===== src/rtl/hfc_pkg.sv =====
// Shared constants and types for the HDLC frame classifier.
package hfc_pkg;

  // Line framing.
  localparam logic [7:0] HFC_FLAG = 8'h7e;
  localparam logic [2:0] HFC_STUFF_ONES = 3'h5;
  localparam logic [2:0] HFC_FLAG_ONES = 3'h6;
  localparam logic [2:0] HFC_ABORT_ONES = 3'h7;
  // A closing flag has put its leading zero and five ones into the data path before it is recognised.
  localparam int HFC_FLAG_LEAD = 6;
  localparam logic [2:0] HFC_LEAD_CNT = 3'h6;
  localparam logic [2:0] HFC_OCT_LAST_BIT = 3'h7;
  // Address, control and two check octets.
  localparam logic [2:0] HFC_MIN_OCTETS = 3'h4;

  // Field tags on the octet stream.
  localparam logic [2:0] TAG_ADDR = 3'h0;
  localparam logic [2:0] TAG_CTL = 3'h1;
  localparam logic [2:0] TAG_INFO = 3'h2;
  localparam logic [2:0] TAG_FCS = 3'h3;
  localparam logic [2:0] TAG_END = 3'h4;
  localparam int TAG_W = 3;

  // End-of-frame status word layout.
  localparam int END_SHORT_BIT = 7;
  localparam int END_ABORT_BIT = 6;
  localparam int END_RESID_LSB = 0;

  // Frame kinds and supervisory functions.
  localparam logic [1:0] KIND_I = 2'h0;
  localparam logic [1:0] KIND_S = 2'h1;
  localparam logic [1:0] KIND_U = 2'h2;
  localparam logic [1:0] SUP_RR = 2'h0;
  localparam logic [1:0] SUP_RNR = 2'h1;
  localparam logic [1:0] SUP_REJ = 2'h2;
  localparam logic [1:0] SUP_SREJ = 2'h3;
  localparam logic [1:0] LSB_SUP = 2'h1;
  localparam logic [1:0] LSB_UNN = 2'h3;

  // Unnumbered codes: control bits 7..5 then 3..0, poll/final removed.
  localparam logic [6:0] UC_SNRM = 7'h43;
  localparam logic [6:0] UC_SARM = 7'h0f;
  localparam logic [6:0] UC_SABM = 7'h1f;
  localparam logic [6:0] UC_SNRME = 7'h6f;
  localparam logic [6:0] UC_SARME = 7'h2f;
  localparam logic [6:0] UC_SABME = 7'h3f;
  localparam logic [6:0] UC_SIM = 7'h07;
  localparam logic [6:0] UC_DISC = 7'h23;
  localparam logic [6:0] UC_UI = 7'h03;
  localparam logic [6:0] UC_UP = 7'h13;
  localparam logic [6:0] UC_RSET = 7'h4f;
  localparam logic [6:0] UC_XID = 7'h5f;
  localparam logic [6:0] UC_UA = 7'h33;
  localparam logic [6:0] UC_FRMR = 7'h47;

  typedef enum logic [4:0] {
    UT_NONE, UT_SNRM, UT_SARM, UT_SABM, UT_SNRME, UT_SARME, UT_SABME, UT_SIM, UT_DISC,
    UT_UI, UT_UP, UT_RSET, UT_XID, UT_UA, UT_DM, UT_RIM, UT_FRMR, UT_RD
  } hfc_utype_t;

  typedef enum logic [1:0] {ST_HUNT, ST_RX, ST_FLUSH} hfc_state_t;

  localparam int HFC_FIFO_DEPTH = 8;
  localparam int HFC_WORD_W = 11;

endpackage


===== src/rtl/hfc_fifo.sv =====
// Parameterised valid/ready FIFO held in flip-flops.
`timescale 1ns/10ps
module hfc_fifo #(
  parameter int WIDTH = 11,
  parameter int DEPTH = 8
) (
  input wire logic clk,
  input wire logic rst,
  input wire logic in_valid,
  output logic in_ready,
  input wire logic [WIDTH-1:0] in_data,
  output logic out_valid,
  input wire logic out_ready,
  output logic [WIDTH-1:0] out_data
);
  localparam int AW = (DEPTH > 1) ? $clog2(DEPTH) : 1;
  localparam logic [AW:0] FULL = (AW + 1)'(DEPTH);
  localparam logic [AW-1:0] LAST = AW'(DEPTH - 1);

  typedef struct packed {
    logic [DEPTH-1:0][WIDTH-1:0] mem;
    logic [AW-1:0] wptr;
    logic [AW-1:0] rptr;
    logic [AW:0] count;
  } hfc_fifo_state_t;

  hfc_fifo_state_t cur;
  hfc_fifo_state_t nx;
  logic push;
  logic pop;

  assign in_ready = (cur.count != FULL);
  assign out_valid = (cur.count != '0);
  assign out_data = cur.mem[cur.rptr];
  assign push = in_valid && in_ready;
  assign pop = out_valid && out_ready;

  always_comb begin
    nx = cur;
    if (push) begin
      nx.mem[cur.wptr] = in_data;
      nx.wptr = (cur.wptr == LAST) ? '0 : cur.wptr + 1'b1;
    end
    if (pop) begin
      nx.rptr = (cur.rptr == LAST) ? '0 : cur.rptr + 1'b1;
    end
    case ({push, pop})
      2'b10: nx.count = cur.count + 1'b1;
      2'b01: nx.count = cur.count - 1'b1;
      default: nx.count = cur.count;
    endcase
  end

  always_ff @(posedge clk) begin
    if (rst) begin
      cur <= '0;
    end else begin
      cur <= nx;
    end
  end

  a_fifo_bounds: assert property (@(posedge clk) disable iff (rst)
    cur.count <= FULL) else $error("FIFO count beyond depth.");
endmodule


===== src/rtl/hfc_frame_classifier.sv =====
// Receive-side HDLC frame delimiter, field splitter and control-octet classifier.
`timescale 1ns/10ps
module hfc_frame_classifier #(
  parameter int FIFO_DEPTH = hfc_pkg::HFC_FIFO_DEPTH
) (
  input wire logic clk,
  input wire logic rst,
  input wire logic line_bit,
  input wire logic line_valid,
  output logic line_ready,
  input wire logic resp_dir,
  input wire logic trig_enable,
  input wire logic [7:0] trig_addr_val,
  input wire logic [7:0] trig_addr_care,
  input wire logic [7:0] trig_ctl_val,
  input wire logic [7:0] trig_ctl_care,
  output logic oct_valid,
  input wire logic oct_ready,
  output logic [hfc_pkg::TAG_W-1:0] oct_tag,
  output logic [7:0] oct_data,
  output logic ctl_strobe,
  output logic [1:0] ctl_kind,
  output logic [2:0] rx_seq,
  output logic [2:0] tx_seq,
  output logic pf_bit,
  output logic [1:0] sup_type,
  output hfc_pkg::hfc_utype_t un_type,
  output logic poll_flag,
  output logic final_flag,
  output logic trig_hit
);
  import hfc_pkg::*;

  typedef struct packed {
    hfc_state_t st;
    logic [7:0] sr;
    logic [2:0] ones;
    logic [HFC_FLAG_LEAD-1:0] dq;
    logic [2:0] dcnt;
    logic [7:0] asm_oct;
    logic [2:0] acnt;
    logic [7:0] hold0;
    logic [7:0] hold1;
    logic [1:0] hcnt;
    logic [2:0] ocnt;
    logic [1:0] ecnt;
    logic addr_hit;
    logic aborted;
    logic short_frame;
    logic [2:0] resid;
    logic pend_valid;
    logic [TAG_W-1:0] pend_tag;
    logic [7:0] pend_data;
    logic bit_ready;
    logic [7:0] ctl_oct;
    logic resp_q;
    logic ctl_strobe;
    logic [1:0] ctl_kind;
    logic [2:0] rx_seq;
    logic [2:0] tx_seq;
    logic pf_bit;
    logic [1:0] sup_type;
    hfc_utype_t un_type;
    logic poll_flag;
    logic final_flag;
    logic trig_hit;
    logic out_valid;
    logic [TAG_W-1:0] out_tag;
    logic [7:0] out_data;
  } hfc_state_rec_t;

  hfc_state_rec_t cur;
  hfc_state_rec_t nx;
  logic take;
  logic flag_seen;
  logic f_in_ready;
  logic f_out_valid;
  logic f_out_ready;
  logic [HFC_WORD_W-1:0] f_out_data;

  // Pattern compare where a clear care bit is don't-care.
  function automatic logic hfc_match(input logic [7:0] oct, input logic [7:0] val, input logic [7:0] care);
    hfc_match = ((oct ^ val) & care) == 8'h00;
  endfunction

  // Unnumbered type; bit 4 is dropped so poll/final never changes the type.
  function automatic hfc_utype_t hfc_unnum(input logic [7:0] c, input logic resp);
    logic [6:0] m;
    m = {c[7:5], c[3:0]};
    hfc_unnum = UT_NONE;
    if (!resp) begin
      case (m)
        UC_SNRM: hfc_unnum = UT_SNRM;
        UC_SARM: hfc_unnum = UT_SARM;
        UC_SABM: hfc_unnum = UT_SABM;
        UC_SNRME: hfc_unnum = UT_SNRME;
        UC_SARME: hfc_unnum = UT_SARME;
        UC_SABME: hfc_unnum = UT_SABME;
        UC_SIM: hfc_unnum = UT_SIM;
        UC_DISC: hfc_unnum = UT_DISC;
        UC_UI: hfc_unnum = UT_UI;
        UC_UP: hfc_unnum = UT_UP;
        UC_RSET: hfc_unnum = UT_RSET;
        UC_XID: hfc_unnum = UT_XID;
        default: hfc_unnum = UT_NONE;
      endcase
    end else begin
      case (m)
        UC_UA: hfc_unnum = UT_UA;
        UC_SARM: hfc_unnum = UT_DM;
        UC_SIM: hfc_unnum = UT_RIM;
        UC_UI: hfc_unnum = UT_UI;
        UC_FRMR: hfc_unnum = UT_FRMR;
        UC_XID: hfc_unnum = UT_XID;
        UC_DISC: hfc_unnum = UT_RD;
        default: hfc_unnum = UT_NONE;
      endcase
    end
  endfunction

  assign take = line_valid && cur.bit_ready;
  assign flag_seen = take && (cur.ones == HFC_FLAG_ONES) && !line_bit;
  assign f_out_ready = !cur.out_valid || oct_ready;

  always_comb begin
    logic dbit;
    logic have;
    logic [7:0] oct;
    dbit = 1'b0;
    have = 1'b0;
    oct = 8'h00;
    nx = cur;
    nx.ctl_strobe = 1'b0;
    nx.trig_hit = 1'b0;
    if (cur.pend_valid && f_in_ready) begin
      nx.pend_valid = 1'b0;
    end
    if (f_out_ready) begin
      nx.out_valid = f_out_valid;
      nx.out_tag = f_out_data[HFC_WORD_W-1 -: TAG_W];
      nx.out_data = f_out_data[7:0];
    end
    if (take) begin
      nx.sr = {line_bit, cur.sr[7:1]};
    end
    case (cur.st)
      ST_HUNT, ST_RX: begin
        if (take) begin
          if (cur.ones == HFC_STUFF_ONES && !line_bit) begin
            // Inserted zero after five ones is removed from the data.
            nx.ones = 3'h0;
          end else if (cur.ones == HFC_STUFF_ONES) begin
            nx.ones = HFC_FLAG_ONES;
          end else if (flag_seen) begin
            nx.ones = 3'h0;
            nx.dq = '0;
            nx.dcnt = 3'h0;
            nx.asm_oct = 8'h00;
            nx.acnt = 3'h0;
            if (cur.st == ST_HUNT || (cur.ocnt == 3'h0 && cur.acnt == 3'h0)) begin
              // Opening or shared idle flag: nothing to close.
              nx.st = ST_RX;
              nx.hcnt = 2'h0;
              nx.ecnt = 2'h0;
              nx.ocnt = 3'h0;
            end else begin
              nx.st = ST_FLUSH;
              nx.resid = cur.acnt;
              nx.short_frame = (cur.ocnt < HFC_MIN_OCTETS);
              nx.aborted = 1'b0;
            end
          end else if (cur.ones >= HFC_FLAG_ONES) begin
            // Seven or more ones abort the frame; the next zero restarts the count so a later flag is seen.
            nx.ones = line_bit ? HFC_ABORT_ONES : 3'h0;
            if (cur.st == ST_RX && (cur.ocnt != 3'h0 || cur.acnt != 3'h0)) begin
              nx.st = ST_FLUSH;
              nx.resid = cur.acnt;
              nx.short_frame = (cur.ocnt < HFC_MIN_OCTETS);
              nx.aborted = 1'b1;
            end else begin
              nx.st = ST_HUNT;
            end
          end else begin
            nx.ones = line_bit ? cur.ones + 1'b1 : 3'h0;
            if (cur.st == ST_RX) begin
              // Data is held back so that a closing flag's own bits never reach an octet.
              nx.dq = {line_bit, cur.dq[HFC_FLAG_LEAD-1:1]};
              if (cur.dcnt == HFC_LEAD_CNT) begin
                dbit = cur.dq[0];
                have = 1'b1;
              end else begin
                nx.dcnt = cur.dcnt + 1'b1;
              end
            end
          end
        end
        if (have) begin
          oct = {dbit, cur.asm_oct[7:1]};
          nx.asm_oct = oct;
          nx.acnt = cur.acnt + 1'b1;
          if (cur.acnt == HFC_OCT_LAST_BIT) begin
            nx.acnt = 3'h0;
            if (cur.ocnt != 3'h7) begin
              nx.ocnt = cur.ocnt + 1'b1;
            end
            if (cur.ocnt == 3'h0) begin
              nx.addr_hit = hfc_match(oct, trig_addr_val, trig_addr_care);
            end
            if (cur.ocnt == 3'h1) begin
              nx.ctl_oct = oct;
              nx.resp_q = resp_dir;
              nx.ctl_strobe = 1'b1;
              nx.trig_hit = trig_enable && cur.addr_hit && hfc_match(oct, trig_ctl_val, trig_ctl_care);
              nx.rx_seq = oct[7:5];
              nx.pf_bit = oct[4];
              nx.tx_seq = 3'h0;
              nx.sup_type = SUP_RR;
              nx.un_type = UT_NONE;
              nx.poll_flag = 1'b0;
              nx.final_flag = 1'b0;
              if (!oct[0]) begin
                nx.ctl_kind = KIND_I;
                nx.tx_seq = oct[3:1];
              end else if (oct[1:0] == LSB_SUP) begin
                nx.ctl_kind = KIND_S;
                nx.sup_type = oct[3:2];
              end else begin
                nx.ctl_kind = KIND_U;
                nx.un_type = hfc_unnum(oct, resp_dir);
                nx.poll_flag = !resp_dir && oct[4];
                nx.final_flag = resp_dir && oct[4];
              end
            end
            // Two octets stay held back until the next one proves they are not the check sequence.
            case (cur.hcnt)
              2'h0: begin
                nx.hold0 = oct;
                nx.hcnt = 2'h1;
              end
              2'h1: begin
                nx.hold1 = oct;
                nx.hcnt = 2'h2;
              end
              default: begin
                nx.pend_valid = 1'b1;
                nx.pend_data = cur.hold0;
                nx.pend_tag = (cur.ecnt == 2'h0) ? TAG_ADDR : (cur.ecnt == 2'h1) ? TAG_CTL : TAG_INFO;
                if (cur.ecnt != 2'h2) begin
                  nx.ecnt = cur.ecnt + 1'b1;
                end
                nx.hold0 = cur.hold1;
                nx.hold1 = oct;
              end
            endcase
          end
        end
      end
      ST_FLUSH: begin
        if (!cur.pend_valid) begin
          nx.pend_valid = 1'b1;
          if (cur.hcnt != 2'h0) begin
            nx.pend_tag = TAG_FCS;
            nx.pend_data = cur.hold0;
            nx.hold0 = cur.hold1;
            nx.hcnt = cur.hcnt - 1'b1;
          end else begin
            nx.pend_tag = TAG_END;
            nx.pend_data = 8'h00;
            nx.pend_data[END_SHORT_BIT] = cur.short_frame;
            nx.pend_data[END_ABORT_BIT] = cur.aborted;
            nx.pend_data[END_RESID_LSB +: 3] = cur.resid;
            nx.st = cur.aborted ? ST_HUNT : ST_RX;
            nx.ocnt = 3'h0;
            nx.ecnt = 2'h0;
            nx.addr_hit = 1'b0;
          end
        end
      end
      default: begin
        nx.st = ST_HUNT;
      end
    endcase
    // The line stalls while an octet waits, so the one-word staging slot never overflows.
    nx.bit_ready = (nx.st != ST_FLUSH) && !nx.pend_valid;
  end

  always_ff @(posedge clk) begin
    if (rst) begin
      cur <= '0;
    end else begin
      cur <= nx;
    end
  end

  hfc_fifo #(
    .WIDTH(HFC_WORD_W),
    .DEPTH(FIFO_DEPTH)
  ) u_fifo (
    .clk(clk),
    .rst(rst),
    .in_valid(cur.pend_valid),
    .in_ready(f_in_ready),
    .in_data({cur.pend_tag, cur.pend_data}),
    .out_valid(f_out_valid),
    .out_ready(f_out_ready),
    .out_data(f_out_data)
  );

  assign line_ready = cur.bit_ready;
  assign oct_valid = cur.out_valid;
  assign oct_tag = cur.out_tag;
  assign oct_data = cur.out_data;
  assign ctl_strobe = cur.ctl_strobe;
  assign ctl_kind = cur.ctl_kind;
  assign rx_seq = cur.rx_seq;
  assign tx_seq = cur.tx_seq;
  assign pf_bit = cur.pf_bit;
  assign sup_type = cur.sup_type;
  assign un_type = cur.un_type;
  assign poll_flag = cur.poll_flag;
  assign final_flag = cur.final_flag;
  assign trig_hit = cur.trig_hit;

  a_flag_pattern: assert property (@(posedge clk) disable iff (rst)
    flag_seen |=> cur.sr == HFC_FLAG) else $error("Flag accepted without 7e on the line.");
  a_flag_closes: assert property (@(posedge clk) disable iff (rst)
    (flag_seen && cur.st == ST_RX && cur.ocnt != 3'h0) |=> cur.st == ST_FLUSH) else $error("Closing flag ignored.");
  a_field_order: assert property (@(posedge clk) disable iff (rst)
    (cur.pend_valid && cur.pend_tag == TAG_CTL) |-> cur.ecnt == 2'h2) else $error("Control before address.");
  a_fcs_held: assert property (@(posedge clk) disable iff (rst)
    $rose(cur.st == ST_FLUSH) && $past(cur.hcnt) == 2'h2 |-> ##[1:3] (cur.pend_valid && cur.pend_tag == TAG_FCS))
    else $error("Check octets not tagged.");
  a_resid_report: assert property (@(posedge clk) disable iff (rst)
    ($rose(cur.pend_valid) && cur.pend_tag == TAG_END) |-> cur.pend_data[2:0] == cur.resid) else $error("Bit count lost.");
  a_i_fields: assert property (@(posedge clk) disable iff (rst)
    (ctl_strobe && !cur.ctl_oct[0]) |-> (ctl_kind == KIND_I && tx_seq == cur.ctl_oct[3:1] && pf_bit == cur.ctl_oct[4]))
    else $error("I frame fields wrong.");
  a_s_fields: assert property (@(posedge clk) disable iff (rst)
    (ctl_strobe && cur.ctl_oct[1:0] == LSB_SUP) |-> (ctl_kind == KIND_S && rx_seq == cur.ctl_oct[7:5]))
    else $error("S frame fields wrong.");
  a_s_function: assert property (@(posedge clk) disable iff (rst)
    (ctl_strobe && ctl_kind == KIND_S) |-> sup_type == cur.ctl_oct[3:2]) else $error("S function wrong.");
  a_u_kind: assert property (@(posedge clk) disable iff (rst)
    (ctl_strobe && cur.ctl_oct[1:0] == LSB_UNN) |-> ctl_kind == KIND_U) else $error("U frame missed.");
  a_poll_final: assert property (@(posedge clk) disable iff (rst)
    (ctl_strobe && ctl_kind == KIND_U) |-> (poll_flag == (!cur.resp_q && cur.ctl_oct[4])
      && final_flag == (cur.resp_q && cur.ctl_oct[4]))) else $error("Poll/final misread.");
  a_snrm_decode: assert property (@(posedge clk) disable iff (rst)
    (ctl_strobe && !cur.resp_q && {cur.ctl_oct[7:5], cur.ctl_oct[3:0]} == UC_SNRM) |-> un_type == UT_SNRM)
    else $error("SNRM not decoded.");
  a_trig_timing: assert property (@(posedge clk) disable iff (rst)
    trig_hit |-> (ctl_strobe && hfc_match(cur.ctl_oct, $past(trig_ctl_val), $past(trig_ctl_care))))
    else $error("Trigger without control match.");
endmodule


===== config.mk =====
export PLATFORM = sky130hd
export DESIGN_NAME = hfc_frame_classifier
export DESIGN_NICKNAME = d
export VERILOG_FILES = /design/src/rtl/hfc_pkg.sv /design/src/rtl/hfc_fifo.sv /design/src/rtl/hfc_frame_classifier.sv
export SDC_FILE = /design/constraint.sdc
export NUM_CORES = 1
export LEC_CHECK = 0
export BUFFER_PORTS_ARGS = -buffer_cell sky130_fd_sc_hd__buf_2
export CAP_MARGIN = 10
export CORE_MARGIN = 4
export CORE_UTILIZATION = 45
export CTS_CLUSTER_SIZE = 10
export DETAILED_ROUTE_END_ITERATION = 10
export PLACE_DENSITY = 0.68
export SETUP_SLACK_MARGIN = 0.2
export SLEW_MARGIN = 25
export SYNTH_ARGS = -nofsm -noshare
export SYNTH_HDL_FRONTEND = slang
export SYNTH_SLANG_ARGS = --single-unit

===== constraint.sdc =====
create_clock -name clk -period 2.3 [get_ports clk]
set_input_delay 0.115 -clock clk [delete_from_list [all_inputs] [get_ports clk]]
set_output_delay 0.115 -clock clk [all_outputs]
set_load 0.01 [all_outputs]

==> impl_metrics.json, run 1 <==
{
  "path_buf_inv": 0,
  "drc": 0,
  "slowest_delay_ns": 0.38,
  "power_mw": 7.92,
  "finalSetupViolCount": 0,
  "clockPowerShare_pct": 37.8,
  "synth_ff_type": "dfxtp_1",
  "vias_per_cell": 5.45,
  "critical_path.top_delay_family": "simple AND/OR/NAND/NOR gates",
  "worst_pin_slew_ns": 0.587,
  "crit_arrival_ns": 2.44,
  "mostFrequentLayoutCells": "186 x dfxtp_1, 133 x nand2_1, 121 x nor2_1",
  "die_area_sq_um": 23200,
  "timing.hold.worst.class": "primary input to register",
  "synth_cells": 1040,
  "worst_min_delay_path_endpoint": "cur[59]",
  "core_region_area_sq_um": 20400,
  "worstRegToRegCells": 9,
  "synth-async-reset-ratio_pct": 0,
  "grt_usage_pct": 18.7,
  "fin_hold_ws_ns": 0.0222,
  "wl_mm": 22.2,
  "p_seq_share_pct": 45.2,
  "vias_post_dr": 7488,
  "synth_compound_gate_area_share_pct": 12.9,
  "area_growth_syn_to_layout_pct": 16.9,
  "synth_seq_area_share_pct": 41.9,
  "clock_skew_ns": 0.0112,
  "unrepaired_setup_endpoints_after_global_routing": "true",
  "critical-path-slowest-cell": "dfxtp_4",
  "standby_leakage_power_nw": 4.25,
  "critical_path.reg2reg.startpoint": "u_fifo.cur[1]",
  "max_transition_margin_pct": 60.9,
  "finish.utilization_pct": 53.8,
  "hold_path_startpoint": "trig_addr_care[3]",
  "timing.final.max_slew_violations": 0,
  "first_global_vias": 7014,
  "intPower_mw": 5.63,
  "clk_root_buffer_cell": "clkbuf_16",
  "gpl.final_weighted_congestion": 0.822,
  "diodes": 0,
  "multiplexer_fraction_of_the_synthesized_cell_area_pct": 14.2,
  "post_synth_fa_ha_maj_area_fraction_pct": 3.02,
  "power.switching_fraction_pct": 28.9,
  "synth_fp_nets": 1101,
  "die_span_y_um": 152,
  "cts.htree.levels": 4,
  "synth-seq-cells": 196,
  "crit_fanout": 5,
  "floorplan.initialDensity_pct": 46.0,
  "final_hold_viol_count": 0,
  "cts.path.max_buffers": 2,
  "worstSetupStartpointType": "register",
  "ys_types": 75,
  "crit_path_cell_trace": "nor4_4, nor2_4, ha_4, ha_4, a21o_1, a21oi_2, xnor2_1, or3_1, a21oi_2",
  "floorplan.rows": 52,
  "type_of_the_setup_path_with_the_least_slack": "register to register",
  "nets": 1152,
  "worst_hold_path_cell_count": 4,
  "max_cap_viol_count": 0,
  "floorplan.io_pins": 72,
  "netlist_area_sq_um": 9370,
  "crit_required_ns": 2.67,
  "period_minus_slack_ns": 2.06,
  "synth_simple_gate_area_share_pct": 19.5,
  "synth.yosys.warnings": 0,
  "r2r_end": "u_fifo.cur[3]",
  "cts_num_sinks": 196,
  "yosys.area_share.xor_xnor_pct": 1.78,
  "clkLatencyLatePin_ns": 0.44,
  "p_per_area_nw_per_um2": 723,
  "finalCritPeriodShare_pct": 89.7,
  "clock_pin_slew_reported_for_the_worst_setup_and_hold_paths_after_clock_tree_synthesis_ns": 0.07,
  "grt_max_degree": 57,
  "ff2ff_setup_slack_ns": 0.24,
  "place.detailed.instances": 1322,
  "tritoncts": "built",
  "wl_per_cell_um": 16.2,
  "cts-buffers-inserted": 17,
  "detailed_place_hpwl_mm": 14.9,
  "max_clock_freq_ghz": 0.485,
  "run_status": "completed",
  "globalRouteOverflowTotal": 0,
  "synth_enable_flop_cells": 0,
  "die_w_um": 152,
  "timing.setup.tns_ns": 0,
  "ant_nets": 0,
  "antenna_found_initial": 0,
  "ratio_of_cells_with_drive_above_1_in_the_final_layout_pct": 23.2,
  "irDropWorstVdd_v": 0.000487,
  "crit_path_end_kind": "register",
  "most_frequent_standard_cell_in_the_layout_excluding_fill_and_tap_cells": "dfxtp_1",
  "avgSynthCellArea_sq_um": 9.01,
  "first_pass_iters": 6,
  "share_comb_of_total_power_pct": 17.0,
  "largest_family_of_logic_cells_by_synthesized_area": "simple AND/OR/NAND/NOR gates",
  "port_buffer_count": 71,
  "grt_first_pass_wirelength_mm": 36.3,
  "final_cells": 1374,
  "power.switching_mw": 2.29,
  "dr.first_iter.drc_count": 455
}
==> cells by family (layout without fill, tap and decap cells) <==
| family | Yosys count | count (layout) |
|---|---|---|
| simple gates | 384 | 384 |
| flops | 196 | 196 |
| buf+inv | 131 | 195 |
| compound gates | 183 | 183 |
| xor+xnor | 19 | 19 |
| fa+ha+maj | 22 | 22 |
| mux | 105 | 105 |
==> sequential cells by signal, summed over array words and instances (netlist names) <==
register / count
ctl_kind: 2
oct_valid: 1
line_ready: 1
trig_hit: 1
cur: 65
rx_seq: 3
u_fifo.cur: 98
un_type: 5
poll_flag: 1
final_flag: 1
tx_seq: 3
ctl_strobe: 1
sup_type: 2
pf_bit: 1
oct_data: 8
oct_tag: 3
==> metrics by stage <==
stage | setup slack, ns | area (sq um)
floorplan | 0.201 | 9420
global route | 0.132 | 10900
detailed placement | 0.0758 | 9970
CTS | 0.201 | 10700
global placement | 0.129 | 9970
finish | 0.237 | 10900
==> layer usage <==
layer	global-route usage [%]	routed length, um	share of wire, %	vias up
met5	0	0	0	-
met4	4.37	251	1.1	0
met3	3.12	1040	4.7	22
met2	31.5	10800	49	165
met1	25.4	10100	46	3595
li1	-	-	-	3706
==> worst min-delay path: stages <==
cell and delay [ns]:
buf_2 0.08, a221oi_1 0.07, nand4_1 0.09, a21oi_1 0.06
==> cell type report <==
| class | count | area (sq um) |
|---|---|---|
| fillers | 1824 | 9420 |
| inverters | 24 | 95.1 |
| flip-flops and latches | 196 | 3950 |
| repair buffers | 139 | 937 |
| multi-input cells | 713 | 5030 |
| clock inverters | 15 | 180 |
| clock buffers | 17 | 425 |
| well taps | 270 | 338 |
==> power by group through the flow <==
stage | clock [mW] | sequential (mW) | combinational [mW]
2_1_floorplan | 0 | 3.65 | 0.911
3_3_place_gp | 0 | 3.65 | 1.14
3_5_place_dp | 0 | 3.66 | 1.16
4_1_cts | 3.05 | 3.58 | 1.31
5_1_grt | 3.20 | 3.59 | 1.48
6_report | 2.99 | 3.58 | 1.35
==> worst max-delay path by stage <==
stage / from / endpoint / cells past startpoint
global placement: cur[83] / cur[48] / 8
detailed placement: u_fifo.cur[2] / u_fifo.cur[3] / 9
floorplan: u_fifo.cur[2] / u_fifo.cur[3] / 9
global route: u_fifo.cur[1] / u_fifo.cur[3] / 9
CTS: cur[83] / cur[44] / 9
finish: u_fifo.cur[1] / u_fifo.cur[3] / 9
==> Yosys cell counts, types with 7 or more instances <==
cell / instances / share of area (%)
o21ai_0: 22 / 1.2
a211oi_1: 13 / 1.0
xor2_1: 17 / 1.6
mux2i_1: 82 / 8.8
clkbuf_1: 59 / 2.4
inv_1: 23 / 0.92
dfxtp_1: 196 / 42
nand4_1: 8 / 0.53
mux4_2: 22 / 5.3
a21oi_1: 93 / 5.0
ha_1: 21 / 2.8
nor3_1: 14 / 0.75
a311oi_1: 9 / 0.84
nor2_1: 124 / 5.0
buf_4: 31 / 2.5
buf_2: 13 / 0.69
nand2b_1: 7 / 0.47
nand3_1: 44 / 2.4
nand2_1: 135 / 5.4
==> what timing repair did <==
| action | 4_1_cts | 5_1_grt |
|---|---|---|
| gates cloned | 0 | 0 |
| hold buffers | 3 | 0 |
| buffers inserted | 9 | 8 |
| endpoints found under the setup margin | 32 | 60 |
| pin swaps | 10 | 20 |
| gates resized for setup | 12 | 37 |
| hold endpoints to repair | 19 | 0 |
Note: power is estimated with default switching activity, not from simulation.
==> inputs of run 2 (changes only) <==
--- a/config.mk
+++ b/config.mk
@@ -7,11 +7,12 @@
 export LEC_CHECK = 0
 export BUFFER_PORTS_ARGS = -buffer_cell sky130_fd_sc_hd__buf_2
 export CAP_MARGIN = 10
+export CORE_ASPECT_RATIO = 2
 export CORE_MARGIN = 4
 export CORE_UTILIZATION = 45
 export CTS_CLUSTER_SIZE = 10
 export DETAILED_ROUTE_END_ITERATION = 10
-export PLACE_DENSITY = 0.68
+export PLACE_DENSITY = 0.66
 export SETUP_SLACK_MARGIN = 0.2
 export SLEW_MARGIN = 25
 export SYNTH_ARGS = -nofsm -noshare
==> constraint.sdc (replaced) <==
create_clock -name clk -period 2.6 [get_ports clk]
set_input_delay 0.13 -clock clk [delete_from_list [all_inputs] [get_ports clk]]
set_output_delay 0.13 -clock clk [all_outputs]
set_load 0.01 [all_outputs]
==> impl_metrics.json, run 2 (synthesis results as in run 1) <==
{
  "final_cells": 1343,
  "worst_pin_slew_ns": 0.804,
  "timing.hold.worst.class": "primary input to register",
  "timing.final.max_slew_violations": 0,
  "grt_max_degree": 112,
  "max_clock_freq_ghz": 0.443,
  "irDropWorstVdd_v": 0.000403,
  "final_hold_viol_count": 0,
  "cts.path.max_buffers": 2,
  "ff2ff_setup_slack_ns": 0.34,
  "critical-path-slowest-cell": "dfxtp_1",
  "placement.cell_area_sq_um": 9790,
  "slowest_delay_ns": 0.40,
  "hold_path_startpoint": "trig_ctl_care[7]",
  "finalCritPeriodShare_pct": 86.9,
  "seq_area_sq_um": 3930,
  "clock_skew_ns": 0.00751,
  "ratio_of_cells_with_drive_above_1_in_the_final_layout_pct": 18.8,
  "clock_pin_slew_reported_for_the_worst_setup_and_hold_paths_after_clock_tree_synthesis_ns": 0.07,
  "max_transition_margin_pct": 46.3,
  "wl_mm": 22.6,
  "core_region_area_sq_um": 20500,
  "dr.first_iter.drc_count": 256,
  "finish.utilization_pct": 51.4,
  "critical_path.reg2reg.startpoint": "cur[103]",
  "type_of_the_setup_path_with_the_least_slack": "register to register",
  "critical_path.top_delay_family": "compound AO/OA/AOI/OAI gates",
  "crit_arrival_ns": 2.59,
  "tritoncts": "built",
  "die_area_sq_um": 23300,
  "run_status": "completed",
  "wl_per_cell_um": 16.8,
  "period_minus_slack_ns": 2.26,
  "floorplan.rows": 74,
  "worstSetupStartpointType": "register",
  "cts_num_sinks": 196,
  "crit_fanout": 6,
  "mostFrequentLayoutCells": "193 x dfxtp_1, 135 x nand2_1, 123 x nor2_1",
  "detailed_place_hpwl_mm": 16.1,
  "clkLatencyLatePin_ns": 0.44,
  "top_register": "u_fifo.cur",
  "globalRouteOverflowTotal": 0,
  "floorplan.io_pins": 72,
  "first_pass_iters": 4,
  "most_frequent_standard_cell_in_the_layout_excluding_fill_and_tap_cells": "dfxtp_1",
  "grt_usage_pct": 20.2,
  "floorplan.initialDensity_pct": 45.8,
  "crit_path_end_kind": "register",
  "max_cap_viol_count": 0,
  "worst_hold_path_cell_count": 3,
  "die_span_y_um": 212,
  "worstRegToRegCells": 8,
  "grt_first_pass_wirelength_mm": 36.8,
  "port_buffer_count": 71,
  "first_global_vias": 7267,
  "crit_required_ns": 2.93,
  "r2r_end": "un_type[0]",
  "worst_min_delay_path_endpoint": "trig_hit",
  "max_reg_flops": 98,
  "cts-buffers-inserted": 17,
  "vias_per_cell": 5.48,
  "cts.htree.levels": 4,
  "drc": 0,
  "fin_hold_ws_ns": 0.0204,
  "nFillCells": 1922,
  "crit_path_cell_trace": "inv_1, ha_1, o21ai_2, nor3b_4, nand2_1, a221oi_1, o311a_1, o21ai_1",
  "unrepaired_setup_endpoints_after_global_routing": "false",
  "finalSetupViolCount": 0,
  "nets": 1127,
  "area_growth_syn_to_layout_pct": 12.2,
  "ant_nets": 0,
  "clk_root_buffer_cell": "clkbuf_16",
  "diodes": 0,
  "path_buf_inv": 1,
  "gpl.final_weighted_congestion": 0.947,
  "antenna_found_initial": 0,
  "multi_input_comb_area_sq_um": 4870,
  "p_per_area_nw_per_um2": 646,
  "timing.setup.tns_ns": 0,
  "standby_leakage_power_nw": 4.07,
  "die_w_um": 110,
  "vias_post_dr": 7353,
  "fin_area_sq_um": 10500,
  "place.detailed.instances": 1304
}
## run 2: worst max-delay path by stage
stage	startpoint	endpoint	slack (ns)	cells after the start
after floorplan	u_fifo.cur[0]	u_fifo.cur[3]	0.26	10
after global placement	cur[104]	cur[79]	0.24	8
after detailed placement	cur[104]	cur[79]	0.17	8
after CTS	cur[104]	un_type[2]	0.20	8
after global routing	u_fifo.cur[2]	u_fifo.cur[3]	0.18	9
final	cur[103]	un_type[0]	0.34	8
## run 2: repair_timing
| action | in CTS | in global routing |
|---|---|---|
| pin swaps | 1 | 4 |
| setup endpoints to repair | 9 | 37 |
| setup buffers | 1 | 6 |
| endpoints found under the hold margin | 2 | 0 |
| hold buffers | 2 | 0 |
| gates resized for setup | 2 | 15 |
## run 2: final cells by class
| cell class | count | share of cell area, % |
|---|---|---|
| clock inverters | 11 | 1.23 |
| well taps | 266 | 3.16 |
| repair buffers | 114 | 6.79 |
| inverters | 24 | 0.857 |
| clock buffers | 19 | 4.31 |
| multi-input cells | 713 | 46.3 |
| flip-flops and latches | 196 | 37.4 |
## run 2: power breakdown
group | internal, mW | switching (mW)
combinational | 0.469 | 0.556
sequential | 3.08 | 0.0817
clock | 1.46 | 1.14
total | 5.01 | 1.78
## run 2: stage by stage
stage	worst slack, ns	total power, mW
final	0.342	6.79
after global routing	0.184	7.10
after CTS	0.204	6.80
after detailed placement	0.166	4.17
after global placement	0.236	4.16
after floorplan	0.260	3.94
## run 2: worst register-to-register path, delay by kind of cell (launching register included)
family / cells / cell delay (ns)
AND/OR/NAND/NOR: 2 / 0.62
flip-flops: 1 / 0.40
AO/OA/AOI/OAI: 4 / 0.86
buffers and inverters: 1 / 0.07
adder cells (fa/ha/maj): 1 / 0.22
## run 2: routing by layer
layer  track usage, %  vias up  wire length (um)
met5                0        -                 0
met2             37.2      166             12500
met1             21.7     3491              8520
met4             9.51        0               872
li1                 -     3644                 -
met3             3.74       52               762
==> inputs of run 3 (changes only) <==
--- a/config.mk
+++ b/config.mk
@@ -5,14 +5,14 @@
 export SDC_FILE = /design/constraint.sdc
 export NUM_CORES = 1
 export LEC_CHECK = 0
-export BUFFER_PORTS_ARGS = -buffer_cell sky130_fd_sc_hd__buf_2
 export CAP_MARGIN = 10
 export CORE_ASPECT_RATIO = 2
 export CORE_MARGIN = 4
 export CORE_UTILIZATION = 45
 export CTS_CLUSTER_SIZE = 10
 export DETAILED_ROUTE_END_ITERATION = 10
-export PLACE_DENSITY = 0.66
+export DONT_BUFFER_PORTS = 1
+export PLACE_DENSITY = 0.63
 export SETUP_SLACK_MARGIN = 0.2
 export SLEW_MARGIN = 25
 export SYNTH_ARGS = -nofsm -noshare
==> impl_metrics.json, run 3 (synthesis results as in run 1) <==
{
  "wl_per_cell_um": 17.4,
  "globalRouteOverflowTotal": 0,
  "ant_nets": 0,
  "power.switching_fraction_pct": 27.2,
  "first_pass_iters": 5,
  "gpl.final_weighted_congestion": 0.919,
  "fin_hold_ws_ns": -0.237,
  "clockPowerShare_pct": 39.2,
  "timing.setup.tns_ns": 0,
  "max_transition_margin_pct": 54.4,
  "period_minus_slack_ns": 2.29,
  "die_w_um": 110,
  "vias_post_dr": 7354,
  "power_mw": 6.73,
  "layout_setup_ws_ns": 0.310,
  "tritoncts": "built",
  "critical_path.top_delay_family": "simple AND/OR/NAND/NOR gates",
  "port_buffer_count": 0,
  "crit_path_end_kind": "register",
  "critical-path-slowest-cell": "dfxtp_2",
  "dr.first_iter.drc_count": 317,
  "intPower_mw": 4.90,
  "first_global_vias": 7404,
  "critical_path_cell_count": 9,
  "irDropWorstVdd_v": 0.000455,
  "detailed_place_hpwl_mm": 15.5,
  "vias_per_cell": 5.50,
  "area_growth_syn_to_layout_pct": 15.3,
  "worst_pin_slew_ns": 0.682,
  "drc": 0,
  "standby_leakage_power_nw": 4.18,
  "type_of_the_setup_path_with_the_least_slack": "register to register",
  "cts_num_sinks": 196,
  "nFillCells": 1920,
  "die_span_y_um": 212,
  "fin_area_sq_um": 10800,
  "cts-buffers-inserted": 17,
  "slowest_delay_ns": 0.36,
  "final_cells": 1338,
  "max_clock_freq_ghz": 0.437,
  "clock_skew_ns": 0.0122,
  "cts.path.max_buffers": 2,
  "wl_mm": 23.3,
  "share_comb_of_total_power_pct": 13.8,
  "path_buf_inv": 0,
  "unrepaired_setup_endpoints_after_global_routing": "true",
  "grt_max_degree": 190,
  "timing.final.max_slew_violations": 0,
  "top_register": "u_fifo.cur",
  "die_area_sq_um": 23300,
  "placement.cell_area_sq_um": 9410,
  "p_seq_share_pct": 47.0,
  "crit_path_cell_trace": "nor4_4, nor2_2, ha_1, ha_1, a21o_1, a21oi_1, xnor2_1, or3_1, a21oi_1",
  "post-place-ws_ns": 0.0985,
  "ff2ff_setup_slack_ns": 0.31,
  "worst_min_delay_path_endpoint": "u_fifo.cur[79]",
  "cts.htree.levels": 4,
  "finalCritPeriodShare_pct": 88.1,
  "run_status": "complete, but fails checks",
  "most_frequent_standard_cell_in_the_layout_excluding_fill_and_tap_cells": "dfxtp_1",
  "crit_fanout": 5,
  "max_reg_flops": 98,
  "antenna_found_initial": 0,
  "diodes": 0,
  "p_per_area_nw_per_um2": 623,
  "timing.hold.worst.class": "primary input to register",
  "place.detailed.instances": 1231,
  "worst_hold_path_cell_count": 1,
  "clkLatencyLatePin_ns": 0.43,
  "final_hold_viol_count": 120,
  "crit_required_ns": 2.96,
  "nets": 1120,
  "power.switching_mw": 1.83,
  "floorplan.rows": 74,
  "critical_path.reg2reg.startpoint": "u_fifo.cur[0]",
  "floorplan.initialDensity_pct": 45.8,
  "hold_path_startpoint": "rst",
  "grt_first_pass_wirelength_mm": 38.0,
  "finalSetupViolCount": 0,
  "worstRegToRegCells": 9,
  "max_cap_viol_count": 0,
  "crit_arrival_ns": 2.65,
  "clock_pin_slew_reported_for_the_worst_setup_and_hold_paths_after_clock_tree_synthesis_ns": 0.08,
  "core_region_area_sq_um": 20500,
  "ratio_of_cells_with_drive_above_1_in_the_final_layout_pct": 11.9,
  "mostFrequentLayoutCells": "194 x dfxtp_1, 135 x nand2_1, 122 x nor2_1",
  "r2r_end": "u_fifo.cur[3]",
  "clk_root_buffer_cell": "clkbuf_16",
  "worstSetupStartpointType": "register",
  "violations": "negative hold slack",
  "floorplan.io_pins": 72,
  "grt_usage_pct": 20.8,
  "holdBufCountCts": 69
}
==> run 3: cell types whose count changed in the layout (fill, tap and decap cells not counted), sizes merged, moves of 2 or more <==
cell,previous run,this run
dlygate4sd3,2,69
inv,25,29
clkbuf,19,17
clkinv,6,8
buf,112,38
==> run 3: worst max-delay path by stage <==
stage | from | to | slack (ns)
floorplan | u_fifo.cur[0] | u_fifo.cur[3] | 0.26
global placement | cur[104] | un_type[2] | 0.19
detailed placement | u_fifo.cur[0] | u_fifo.cur[3] | 0.1
CTS | u_fifo.cur[0] | u_fifo.cur[3] | 0.15
global route | u_fifo.cur[0] | u_fifo.cur[3] | 0.08
finish | u_fifo.cur[0] | u_fifo.cur[3] | 0.31
==> run 3: worst register-to-register path: cells and delay by family (launching register included) <==
family | cells | cell delay (ns)
xor gates and xnor gates | 1 | 0.09
DFF | 1 | 0.36
and+or+nand+nor | 3 | 0.75
adders and majority gates | 2 | 0.55
AOI/OAI and AO/OA | 3 | 0.48
==> run 3: power groups by stage <==
stage	sequential, mW	clock, mW	combinational [mW]
3_5_place_dp	3.22	0	0.814
2_1_floorplan	3.20	0	0.739
6_report	3.17	2.64	0.925
4_1_cts	3.15	2.69	0.907
3_3_place_gp	3.21	0	0.810
5_1_grt	3.18	2.82	1.03
==> run 3: what timing repair did <==
item                                   CTS  global route
setup buffers                            1             5
setup endpoints to repair                9            86
pin swaps                                1             2
endpoints found under the hold margin  191           123
gates resized for setup                  2            12
==> run 3: per-layer routing <==
layer / wire [um] / vias up / GRT usage (%)
li1: - / 3627 / -
met1: 8800 / 3503 / 21.9
met2: 12800 / 170 / 38.8
met3: 753 / 54 / 3.22
met4: 908 / 0 / 10.1
met5: 0 / - / 0
==> run 3: cell type report <==
type / count / area (sq um) / share of cell area [%]
sequential: 196 / 3930 / 36.3
timing repair buffer: 107 / 1010 / 9.33
inverter: 24 / 90.1 / 0.834
multi-input combinational: 713 / 4850 / 44.9
tap: 266 / 333 / 3.08
clock buffer: 17 / 425 / 3.94
clock inverter: 15 / 171 / 1.59
==> run 3: through the flow <==
stage | hold WS [ns] | utilization [%]
2_1_floorplan | 0.266 | -
3_3_place_gp | 0.217 | 46.0
3_5_place_dp | 0.222 | 46.0
4_1_cts | -0.243 | 52.4
5_1_grt | -0.260 | 52.8
6_report | -0.237 | 52.8
